`config.mk`:
```
export PLATFORM = sky130hd
export DESIGN_NAME = irc_carrier_mod
export DESIGN_NICKNAME = d
export VERILOG_FILES = /design/src/irc_pkg.sv /design/src/irc_tick_if.sv /design/src/irc_prescaler.sv /design/src/irc_carrier_mod.sv
export VERILOG_INCLUDE_DIRS = /design/src
export SDC_FILE = /design/constraint.sdc
export NUM_CORES = 1
export LEC_CHECK = 0
export BUFFER_PORTS_ARGS = -buffer_cell sky130_fd_sc_hd__clkbuf_2
export CAP_MARGIN = 20
export CORE_ASPECT_RATIO = 0.5
export CORE_MARGIN = 1
export CORE_UTILIZATION = 40
export CTS_BUF_LIST = sky130_fd_sc_hd__clkbuf_8
export CTS_CLUSTER_DIAMETER = 60
export DETAILED_ROUTE_END_ITERATION = 16
export GPL_TIMING_DRIVEN = 1
export REMOVE_ABC_BUFFERS = 1
export SLEW_MARGIN = 0
export SYNTH_ARGS = -nofsm -noshare
export SYNTH_HDL_FRONTEND = slang
export SYNTH_HIERARCHICAL = 1
export SYNTH_SLANG_ARGS = --single-unit
```
`constraint.sdc`:
```
create_clock -name sys_clk_i -period 5.4 [get_ports sys_clk_i]
set_input_delay 0.81 -clock sys_clk_i [delete_from_list [all_inputs] [get_ports sys_clk_i]]
set_output_delay 0.81 -clock sys_clk_i [all_outputs]
set_load 0.02 [all_outputs]
```
`src/irc_regs.svh`:
```
/*
 * Register offsets, field positions, reset values and codes for the IR
 * carrier and modulator timing block.
 * Assumes inclusion by bare name; definitions only.
 */
`ifndef IRC_REGS_SVH
`define IRC_REGS_SVH

// Word indices; byte address is four times the index.
`define IRC_IDX_CTRL        4'h4
`define IRC_IDX_CARRIER     4'h5
`define IRC_IDX_MODTIME     4'h6
`define IRC_IDX_TIMER       4'h7
// Control register field positions.
`define IRC_CTRL_EN_BIT     0
`define IRC_CTRL_RXMODE_BIT 1
`define IRC_CTRL_BCNT_BIT   3
`define IRC_CTRL_EDGE_LO    8
`define IRC_CTRL_DIV_LO     10
`define IRC_CTRL_WMASK      16'h1F0B
// Reset values and the burst count load value.
`define IRC_CARRIER_RST     16'h0000
`define IRC_MODTIME_RST     16'h0000
`define IRC_CTRL_RST        16'h0000
`define IRC_BCNT_LOAD       16'h0001
// Receive edge select codes.
`define IRC_EDGE_NONE       2'h0
`define IRC_EDGE_FALL       2'h1
`define IRC_EDGE_RISE       2'h2
`define IRC_EDGE_BOTH       2'h3

`endif

```
`src/irc_pkg.sv`:
```
/*
 * Types shared by the IR carrier block files.
 * Assumes nothing beyond a SystemVerilog compiler.
 */
package irc_pkg;
  // Carrier phase states, one-hot.
  typedef enum logic [1:0] {
    IRC_LOW  = 2'h1,
    IRC_HIGH = 2'h2
  } irc_phase_e;
endpackage : irc_pkg

```
`src/irc_tick_if.sv`:
```
/*
 * Carrier between the prescaler and the main module.
 * Assumes a single clock domain.
 */
interface irc_tick_if;
  logic [2:0] div_sel;  // Divide selection code.
  logic       tick;     // One-cycle IR input clock pulse.
  modport src (input div_sel, output tick);
  modport dst (output div_sel, input tick);
endinterface : irc_tick_if

```
`src/irc_prescaler.sv`:
```
/*
 * Prescaler making the IR input clock enable from the system clock.
 * Assumes rst_i asynchronous active high, single clock.
 */
`include "irc_regs.svh"
module irc_prescaler (
  input  wire logic sys_clk_i,  // System clock.
  input  wire logic rst_i,      // Asynchronous reset.
  irc_tick_if.src   tk          // Divide code in, tick out.
);
  // ************************************************************
  // Divider counter
  // ************************************************************
  logic [6:0] cnt_reg;   // Free running count.
  logic [6:0] cnt_next;  // Next count.
  logic       tick_reg;  // Registered tick.
  logic       tick_next; // Next tick.
  logic [6:0] lim;       // Terminal count, two to the code less one.

  // A tick every 2**code clocks; code 000 ticks every clock.
  always_comb begin
    lim       = 7'((8'h01 << tk.div_sel) - 8'h01);
    tick_next = (cnt_reg >= lim);
    cnt_next  = tick_next ? 7'h00 : 7'(cnt_reg + 7'h01);
  end

  // Register the counter.
  always_ff @(posedge sys_clk_i or posedge rst_i) begin
    if (rst_i) begin
      cnt_reg  <= 7'h00;
      tick_reg <= 1'b0;
    end else begin
      cnt_reg  <= cnt_next;
      tick_reg <= tick_next;
    end
  end

  assign tk.tick = tick_reg;
endmodule : irc_prescaler

```
`src/irc_carrier_mod.sv`:
```
/*
 * IR carrier and modulator timing block with a classic Wishbone slave.
 * Assumes a 25 MHz sys_clk_i, rst_i asynchronous active high, and
 * a receive pin already synchronous to the clock.
 */
`include "irc_regs.svh"
module irc_carrier_mod (
  input  wire logic        sys_clk_i,  // System clock, 25 MHz.
  input  wire logic        rst_i,      // Asynchronous reset.
  input  wire logic        cyc_i,      // Wishbone cycle.
  input  wire logic        stb_i,      // Wishbone strobe.
  input  wire logic        we_i,       // Wishbone write enable.
  input  wire logic [3:0]  adr_i,      // Word address.
  input  wire logic [3:0]  sel_i,      // Byte selects.
  input  wire logic [31:0] dat_i,      // Write data.
  output logic      [31:0] dat_o,      // Read data.
  output logic             ack_o,      // Wishbone acknowledge.
  input  wire logic        ir_rx_i,    // IR receive input.
  output logic             carrier_o,  // Raw carrier.
  output logic             ir_data_output_o // Modulated data output.
);
  // ************************************************************
  // Declarations
  // ************************************************************
  irc_tick_if tk ();
  logic [15:0] ir_control_reg, ctrl_next;         // Control register.
  logic [15:0] carrier_timing_reg, carr_next;     // Carrier timing.
  logic [15:0] modulator_time_reg, mt_next;       // Modulator time.
  logic [15:0] ir_timer_value_reg, tv_next;       // IR timer.
  logic [7:0]  ph_cnt_reg, ph_cnt_next;           // Phase count.
  irc_pkg::irc_phase_e phase_reg, phase_next;     // Carrier phase.
  logic        active_reg, active_next;           // Data window open.
  logic        rx_d_reg;                          // Prior receive level.
  logic        ack_next;                          // Next ack.
  logic [31:0] dat_next;                          // Next read data.
  logic        car_next, dout_next;               // Next outputs.
  logic        wr;                                // Write lands this edge.
  logic        edge_hit;                          // Qualified rx edge.
  logic        rx_mode;                           // One in receive mode.
  logic        en;                                // Timer enable.
  logic        bcnt_rise;                         // Burst enable 0 to 1.
  logic [1:0]  edge_sel;                          // Receive edge select.
  logic [15:0] ctrl_rd;                           // Control read view.

  // ************************************************************
  // Prescaler
  // ************************************************************
  // The prescaler owns its counter; this module only supplies the code.
  // A code change takes effect at once against the running count, so the first period
  // after a change may differ from the new ratio.
  assign tk.div_sel = ir_control_reg[`IRC_CTRL_DIV_LO +: 3];
  irc_prescaler u_pre (
    .sys_clk_i (sys_clk_i),
    .rst_i     (rst_i),
    .tk        (tk.src)
  );

  // ************************************************************
  // Bus and register update
  // ************************************************************
  // Field views of the control register, decoded once for both processes.
  assign en       = ir_control_reg[`IRC_CTRL_EN_BIT];
  assign rx_mode  = ir_control_reg[`IRC_CTRL_RXMODE_BIT];
  assign edge_sel = ir_control_reg[`IRC_CTRL_EDGE_LO +: 2];
  // Reserved upper bits are forced to zero on read, whatever is stored.
  assign ctrl_rd  = {3'h0, ir_control_reg[12:0]};

  // Combine bus writes with hardware updates; writes happen on ack.
  always_comb begin
    // A write is applied on the edge at which the master sees ack, so a
    // master that drops the cycle before ack leaves the register untouched.
    wr        = cyc_i && stb_i && we_i && ack_o;
    // Ack follows the request by one cycle; a held strobe is answered
    // every other cycle because ack itself blocks the next answer.
    ack_next  = cyc_i && stb_i && !ack_o;
    ctrl_next = ir_control_reg;
    carr_next = carrier_timing_reg;
    mt_next   = modulator_time_reg;
    dat_next  = 32'h0000_0000;
    // Classify the receive pin change against its value one clock ago.
    unique case (ir_rx_i && !rx_d_reg ? `IRC_EDGE_RISE :
                 !ir_rx_i && rx_d_reg ? `IRC_EDGE_FALL : `IRC_EDGE_NONE)
      `IRC_EDGE_RISE: edge_hit = edge_sel[1];
      `IRC_EDGE_FALL: edge_hit = edge_sel[0];
      default:        edge_hit = 1'b0;
    endcase
    edge_hit = edge_hit && en && rx_mode;
    // Hardware updates first so that a bus write in the same cycle wins.
    if (edge_hit) begin
      if (ir_control_reg[`IRC_CTRL_BCNT_BIT]) begin
        mt_next = 16'(modulator_time_reg + 16'h0001);
      end else begin
        mt_next = ir_timer_value_reg;
      end
    end
    // Only a full low half-word write is taken; partial selects are acked
    // and dropped, since the registers have no byte lanes of their own.
    if (wr && sel_i[0] && sel_i[1]) begin
      unique case (adr_i)
        `IRC_IDX_CTRL:    ctrl_next = dat_i[15:0] & `IRC_CTRL_WMASK;
        `IRC_IDX_CARRIER: carr_next = dat_i[15:0];
        `IRC_IDX_MODTIME: mt_next   = dat_i[15:0];
        default: ;
      endcase
    end
    // Rising burst enable loads one; only meaningful in receive mode.
    // The load is checked after the write so that it wins over an edge.
    bcnt_rise = ctrl_next[`IRC_CTRL_BCNT_BIT] &&
                !ir_control_reg[`IRC_CTRL_BCNT_BIT];
    if (bcnt_rise && ctrl_next[`IRC_CTRL_RXMODE_BIT]) begin
      mt_next = `IRC_BCNT_LOAD;
    end
    // Read data is registered with ack so both stand for the same cycle.
    if (ack_next && !we_i) begin
      unique case (adr_i)
        `IRC_IDX_CTRL:    dat_next = {16'h0000, ctrl_rd};
        `IRC_IDX_CARRIER: dat_next = {16'h0000, carrier_timing_reg};
        `IRC_IDX_MODTIME: dat_next = {16'h0000, modulator_time_reg};
        `IRC_IDX_TIMER:   dat_next = {16'h0000, ir_timer_value_reg};
        default:          dat_next = 32'h0000_0000;
      endcase
    end
  end

  // ************************************************************
  // Carrier and modulator timing
  // ************************************************************
  // Timer counts IR clocks; in transmit it closes the data window
  // after modulator time ticks and then reopens it (reload).
  always_comb begin
    phase_next  = phase_reg;
    ph_cnt_next = ph_cnt_reg;
    tv_next     = ir_timer_value_reg;
    active_next = active_reg;
    if (!en) begin
      // Disabled: hold the carrier low and the window shut.
      phase_next  = irc_pkg::IRC_LOW;
      ph_cnt_next = 8'h00;
      tv_next     = 16'h0000;
      active_next = 1'b0;
    end else if (tk.tick) begin
      // All carrier and window state moves only on IR clock ticks.
      unique case (phase_reg)
        irc_pkg::IRC_LOW: begin
          // Leave low after low byte plus one ticks.
          if (ph_cnt_reg >= carrier_timing_reg[7:0]) begin
            phase_next  = irc_pkg::IRC_HIGH;
            ph_cnt_next = 8'h00;
          end else begin
            ph_cnt_next = 8'(ph_cnt_reg + 8'h01);
          end
        end
        irc_pkg::IRC_HIGH: begin
          // Leave high after high byte plus one ticks.
          if (ph_cnt_reg >= carrier_timing_reg[15:8]) begin
            phase_next  = irc_pkg::IRC_LOW;
            ph_cnt_next = 8'h00;
          end else begin
            ph_cnt_next = 8'(ph_cnt_reg + 8'h01);
          end
        end
      endcase
      // In transmit the timer runs against the modulator time; in receive
      // it free-runs so that a capture reads IR clocks since the last edge.
      if (!rx_mode && tv_next >= modulator_time_reg) begin
        tv_next     = 16'h0000;
        active_next = 1'b0;
      end else begin
        tv_next     = 16'(ir_timer_value_reg + 16'h0001);
        active_next = !rx_mode;
      end
    end
    // A capture restarts the timer so the next capture measures one gap.
    if (edge_hit && !ir_control_reg[`IRC_CTRL_BCNT_BIT]) begin
      tv_next = 16'h0000;
    end
    // Outputs are built from next state so the flops match the phase.
    car_next  = (phase_next == irc_pkg::IRC_HIGH);
    dout_next = active_next && car_next;
  end

  // Register all state; reset clears every register except phase_reg, which loads IRC_LOW.
  always_ff @(posedge sys_clk_i or posedge rst_i) begin
    if (rst_i) begin
      ir_control_reg     <= `IRC_CTRL_RST;
      carrier_timing_reg <= `IRC_CARRIER_RST;
      modulator_time_reg <= `IRC_MODTIME_RST;
      ir_timer_value_reg <= 16'h0000;
      ph_cnt_reg         <= 8'h00;
      phase_reg          <= irc_pkg::IRC_LOW;
      active_reg         <= 1'b0;
      rx_d_reg           <= 1'b0;
      ack_o              <= 1'b0;
      dat_o              <= 32'h0000_0000;
      carrier_o          <= 1'b0;
      ir_data_output_o   <= 1'b0;
    end else begin
      ir_control_reg     <= ctrl_next;
      carrier_timing_reg <= carr_next;
      modulator_time_reg <= mt_next;
      ir_timer_value_reg <= tv_next;
      ph_cnt_reg         <= ph_cnt_next;
      phase_reg          <= phase_next;
      active_reg         <= active_next;
      // The pin is taken as synchronous already; no extra stage here.
      rx_d_reg           <= ir_rx_i;
      ack_o              <= ack_next;
      dat_o              <= dat_next;
      carrier_o          <= car_next;
      ir_data_output_o   <= dout_next;
    end
  end
endmodule : irc_carrier_mod

```
After elaboration in Yosys (flattened, before gate mapping)
Index checks and enable logic that the tools add are counted.
{ "totals": {"regBits": 111, "in_bits": 46, "elab_cells": 90} }
{ "op_classes": {"add_sub_neg": 5, "order_cmp": 4, "n_eq_ne": 11, "shifts": 1, "muxes": 30, "reduce_logical": 24} }
{ "op_table": {"columns": ["cell", "n"], "rows": [
  ["$mux 16", 10],
  ["$pmux 16 s4", 1],
  ["$add 16x1->16 const B", 2],
  ["$mux 8", 4],
  ["$eq 4x3->1 const B", 4],
  ["$ge 16x16->1", 1],
  ["$ge 8x8->1", 2],
  ["$logic_and 1x1->1", 16],
  ["$pmux 8 s2", 1],
  ["$mux 2", 5],
  ["$add 8x1->8 const B", 1],
  ["$mux 4", 2],
  ["$add 7x1->7 const B", 1],
  ["$ge 7x7->1", 1],
  ["$mux 7", 1],
  ["$shl 1x3->7 const A", 1],
  ["$sub 7x1->7 const B", 1],
  ["$eq 2x2->1 const B", 3],
  ["$logic_not 1->1", 6],
  ["$eq 2x1->1 const B", 2],
  ["$mux 1", 4],
  ["$pmux 2 s2", 1],
  ["$reduce_and 2->1", 2],
  ["$ne 3x1->1 const B", 1],
  ["other kinds (2)", 2]
]} }

Logic depth before layout (Yosys ltp)
{ "logic_depth": {"word_depth": 12, "ltp_mapped": 10, "depth_no_buf": 8} }

Hierarchy
Netlist, hierarchy kept.
{ "by_module_without_submodules": {"columns": ["module", "instances", "cells_each", "area_per_inst_um2"], "rows": [
  ["irc_carrier_mod", 1, 597, 5451.5],
  ["irc_prescaler", 1, 56, 535.5]
]} }

Worst setup path after synthesis
No wires, ideal clock.
{ "synth_timing": {"path_type": "input to register", "start": "input ir_rx_i", "end": "register ir_timer_value_reg[15]", "setup_ps": 77, "arrival_ps": 2288, "required_time_ps": 5323, "path_slack_ps": 3035, "path_stages": 8, "cell_sequence": "inv_1 ha_1 nor3b_2 a21boi_2 nor4b_4 nand3_1 xor2_1 a21oi_1"} }
{ "synth_via": {"elab_chain_len": 10} }
{ "synth_lines": {"columns": ["element", "line_no", "source"], "rows": [
  ["from (decl)", "irc_carrier_mod.sv:18", "input wire logic ir_rx_i,"],
  ["$logic_not 1->1", "irc_carrier_mod.sv:82", "!ir_rx_i && rx_d_reg ? `IRC_EDGE_FALL : `IRC_EDGE_NONE)"],
  ["$logic_and 1x1->1", "irc_carrier_mod.sv:82", null],
  ["$mux 1 (no line)", null, null],
  ["$mux 2 (no line) *", null, null],
  ["$eq 2x1->1 or $eq 2x2->1 (tied branches)", "irc_carrier_mod.sv:81", "unique case (ir_rx_i && !rx_d_reg ? `IRC_EDGE_RISE :"],
  ["$pmux 1 s2 *", "irc_carrier_mod.sv:81", null],
  ["$logic_and 1x1->1 * (2 in a row)", "irc_carrier_mod.sv:87", "edge_hit = edge_hit && en && rx_mode;"],
  ["$logic_and 1x1->1 *", "irc_carrier_mod.sv:174", "if (edge_hit && !ir_control_reg[`IRC_CTRL_BCNT_BIT]) begin"],
  ["$ne 3x1->1 (no line) or $mux 16 (tied branches)", null, null],
  ["to (signal assigned)", "irc_carrier_mod.sv:201", "ir_timer_value_reg <= tv_next;"],
  ["to (decl)", "irc_carrier_mod.sv:29", "logic [15:0] ir_timer_value_reg, tv_next;"]
]} }
Every way passes the cells marked *; elsewhere a longest branch is shown, timed or not.
A chain may end at the register's enable or synchronous reset.

Worst setup path in the final report
{ "layout_timing": {"start": "register ir_timer_value_reg[0]", "end": "register ir_timer_value_reg[10]"} }
{ "layout_via": {"elab_chain_len": 6} }
{ "layout_lines": {"columns": ["element", "line_no", "source"], "rows": [
  ["$ge 16x16->1", "irc_carrier_mod.sv:165", "if (!rx_mode && tv_next >= modulator_time_reg) begin"],
  ["$logic_and 1x1->1", "irc_carrier_mod.sv:165", null],
  ["$mux 16 *", "irc_carrier_mod.sv:165", null],
  ["$mux 16 *", "irc_carrier_mod.sv:141", "end else if (tk.tick) begin"],
  ["$mux 16 *", "irc_carrier_mod.sv:135", "if (!en) begin"],
  ["$mux 16 *", "irc_carrier_mod.sv:174", null]
]} }
Every way passes the cells marked *; elsewhere a longest branch is shown, timed or not. The select of a mux whose other input is x is not followed.

==> results.cfg <==
[status]
outcome = finished, final reports clean

[die]
dieArea_mm2 = 0.0155
start_util = 0.412
die_w_um = 175
boundaryPins = 81
die_h_um = 88.5
core-area_mm2 = 0.0145
rows = 31

[route]
drcViolationCount = 0
first_iter_violations = 305
drt-pass1-iter-count = 5
vias = 4976
detail-route-antenna-nets = 0
vias_per_cell = 5.59
wl_per_cell_um = 17.1
drt_wl_total_um = 15200

[setup_path]
cp-start-kind = flop
path_delay_family = compound AO/OA/AOI/OAI gates
slowest_stage = nor4_4
critical_path.endpoint_type = flop
crit_chain = inv_1, ha_1, o21ai_0, a221oi_2, nor4_4, o21ai_4, o31ai_1
arrival_ns = 2.89
crit_buf_inv = 1
required_ns = 5.68
cp_max_fo = 12
slowest_delay_ns = 0.72
worstSetupPathType = reg -> reg

[synth]
yosys-top-cells-area = dfrtp_1, ha_1, a21oi_1
ys_seq_elements = 95
avgSynthCellArea_um2 = 9.17
synth_edf_count = 0
synth_area_mm2 = 0.00599
ys_warn_count = 6
yosysMostFrequentCell = dfrtp_1
synth_flop_cell = dfrtp_1
async_flop_share = 1.00
seq_area_frac_synth = 0.397
yosys.area.top_type = dfrtp_1
synthTopCellsByCount = dfrtp_1, nand2_1, a21oi_1, ha_1, inv_1
synthCells = 653
synth_cell_types = 67
synth_top_area_share = 0.393

[cts]
clk_latency_ns = 0.38
cts_root_buffer = clkbuf_8
htree_levels = 3
cts_tree = built
cts_hold_buffers = 0
cts_setup_buffers = 0
cts_resized = 0
clock_path_buffers = 2
path_clk_slew_ns = 0.10
cts-buffers-inserted = 9
clock_sinks = 95

[timing]
finalClockSkew_ns = 0.0109
fin_crit_ns = 2.61
drv_slew = 0
hold_slack_ns = 0.361
setup_ws_ns = 2.79
slew_headroom = 0.435
setup_tns_ns = 0
tightest_slew_ns = 0.845
finalSetupViolCount = 0
finalCritPeriodShare = 0.484
rsz0062_at_grt = no
hold_viol = 0
fmax_mhz = 383

[run]
max_cap_viol_count = 0

[global_route]
antenna_found_initial = 0
first_global_vias = 4492
grt_usage = 0.204
overflow = 0
grt_pass1_wl_um = 24300
grt_max_degree = 58

[final_layout]
fin_nets = 778
syn_to_final_growth_pct = 9.43
nFillCells = 1440
fin_area_mm2 = 0.00655
drive_above_1_share = 0.147
num_antenna_cells = 0
fin_cells = 890

[placed_design]
gp_congestion = 0.857
hpwlAfterDp_um = 10900
portBuffers = 46
dp.cells = 873
place_area_mm2 = 0.00632
dp_slack_ns = 2.51

[pwr]
irDropWorstVdd_uv = 162
powerDensity_mw_per_mm2 = 203
p_leak_nw = 2.99

[min_path]
hold_path_class = in -> async
where the power goes:
| group | switching, mW | total, mW | internal [mW] |
|---|---|---|---|
| registers | 0.0126 | 0.734 | 0.721 |
| logic | 0.0637 | 0.0949 | 0.0313 |
| clock network | 0.269 | 0.499 | 0.230 |
per-layer routing:
layer,up-vias,global-route usage,routed length (um)
met3,16,0.0344,538
met4,0,0.0545,177
met1,2434,0.294,7710
met5,-,0,0
li1,2399,-,-
met2,127,0.319,6780
cell type report:
class / instances / area (um2) / share of cell area
Multi-Input combinational cell: 482 / 3240 / 0.494
Sequential cell: 95 / 2380 / 0.363
Timing Repair Buffer: 54 / 310 / 0.0474
Tap cell: 198 / 248 / 0.0378
Inverter: 45 / 170 / 0.0260
Clock buffer: 10 / 138 / 0.0210
Clock inverter: 6 / 67.6 / 0.0103
worst paths after layout:
check / slack (ns) / depth (start not counted) / from / end
worst min register to register: 0.47 / 1 / ack_o$_DFF_PP0_ / ack_o$_DFF_PP0_
worst max register to register: 2.79 / 7 / ir_timer_value_reg[0]$_DFFE_PP0P_ / ir_timer_value_reg[10]$_DFFE_PP0P_
worst min-delay path: 0.36 / 2 / rst_i / ph_cnt_reg[3]$_DFFE_PP0P_
worst max-delay path: 2.79 / 7 / ir_timer_value_reg[0]$_DFFE_PP0P_ / ir_timer_value_reg[10]$_DFFE_PP0P_
min in group sys_clk_i: 0.47 / 1 / ack_o$_DFF_PP0_ / ack_o$_DFF_PP0_
max in group asynchronous: 4.04 / 4 / rst_i / dat_o[7]$_DFF_PP0_
cell families after synthesis:
kind of cell | share of synthesized area
adders and majority gates | 0.0940
and+or+nand+nor | 0.177
AOI/OAI and AO/OA | 0.214
muxes | 0.0255
DFF | 0.397
buffers and inverters | 0.0719
xor gates and xnor gates | 0.0190
other | 0.000626
metrics by stage:
| step | utilization | power [mW] |
|---|---|---|
| final | 0.450 | 1.33 |
| after global routing | 0.450 | 1.38 |
| after CTS | 0.449 | 1.34 |
| after detailed placement | 0.434 | 0.840 |
| after global placement | 0.434 | 0.838 |
| after floorplan | - | 0.802 |
layout by cell type (no fill, tap or decap), types with 7 or more instances in the layout:
master / netlist / layout
and3_1: 10 / 10
clkbuf_8: 0 / 10
a21o_1: 11 / 11
nand2b_1: 11 / 11
clkbuf_2: 0 / 46
o21ai_0: 44 / 44
a21oi_1: 58 / 58
nand4_1: 15 / 15
a22oi_1: 24 / 24
conb_1: 1 / 16
buf_4: 17 / 7
nor2_1: 20 / 20
dfrtp_1: 94 / 94
mux2_2: 10 / 10
nor2b_1: 7 / 7
nand3_1: 23 / 23
inv_1: 45 / 45
o221ai_1: 10 / 10
nand2_1: 75 / 75
xor2_1: 9 / 9
ha_1: 45 / 45
(Power assumes the default switching activity.)
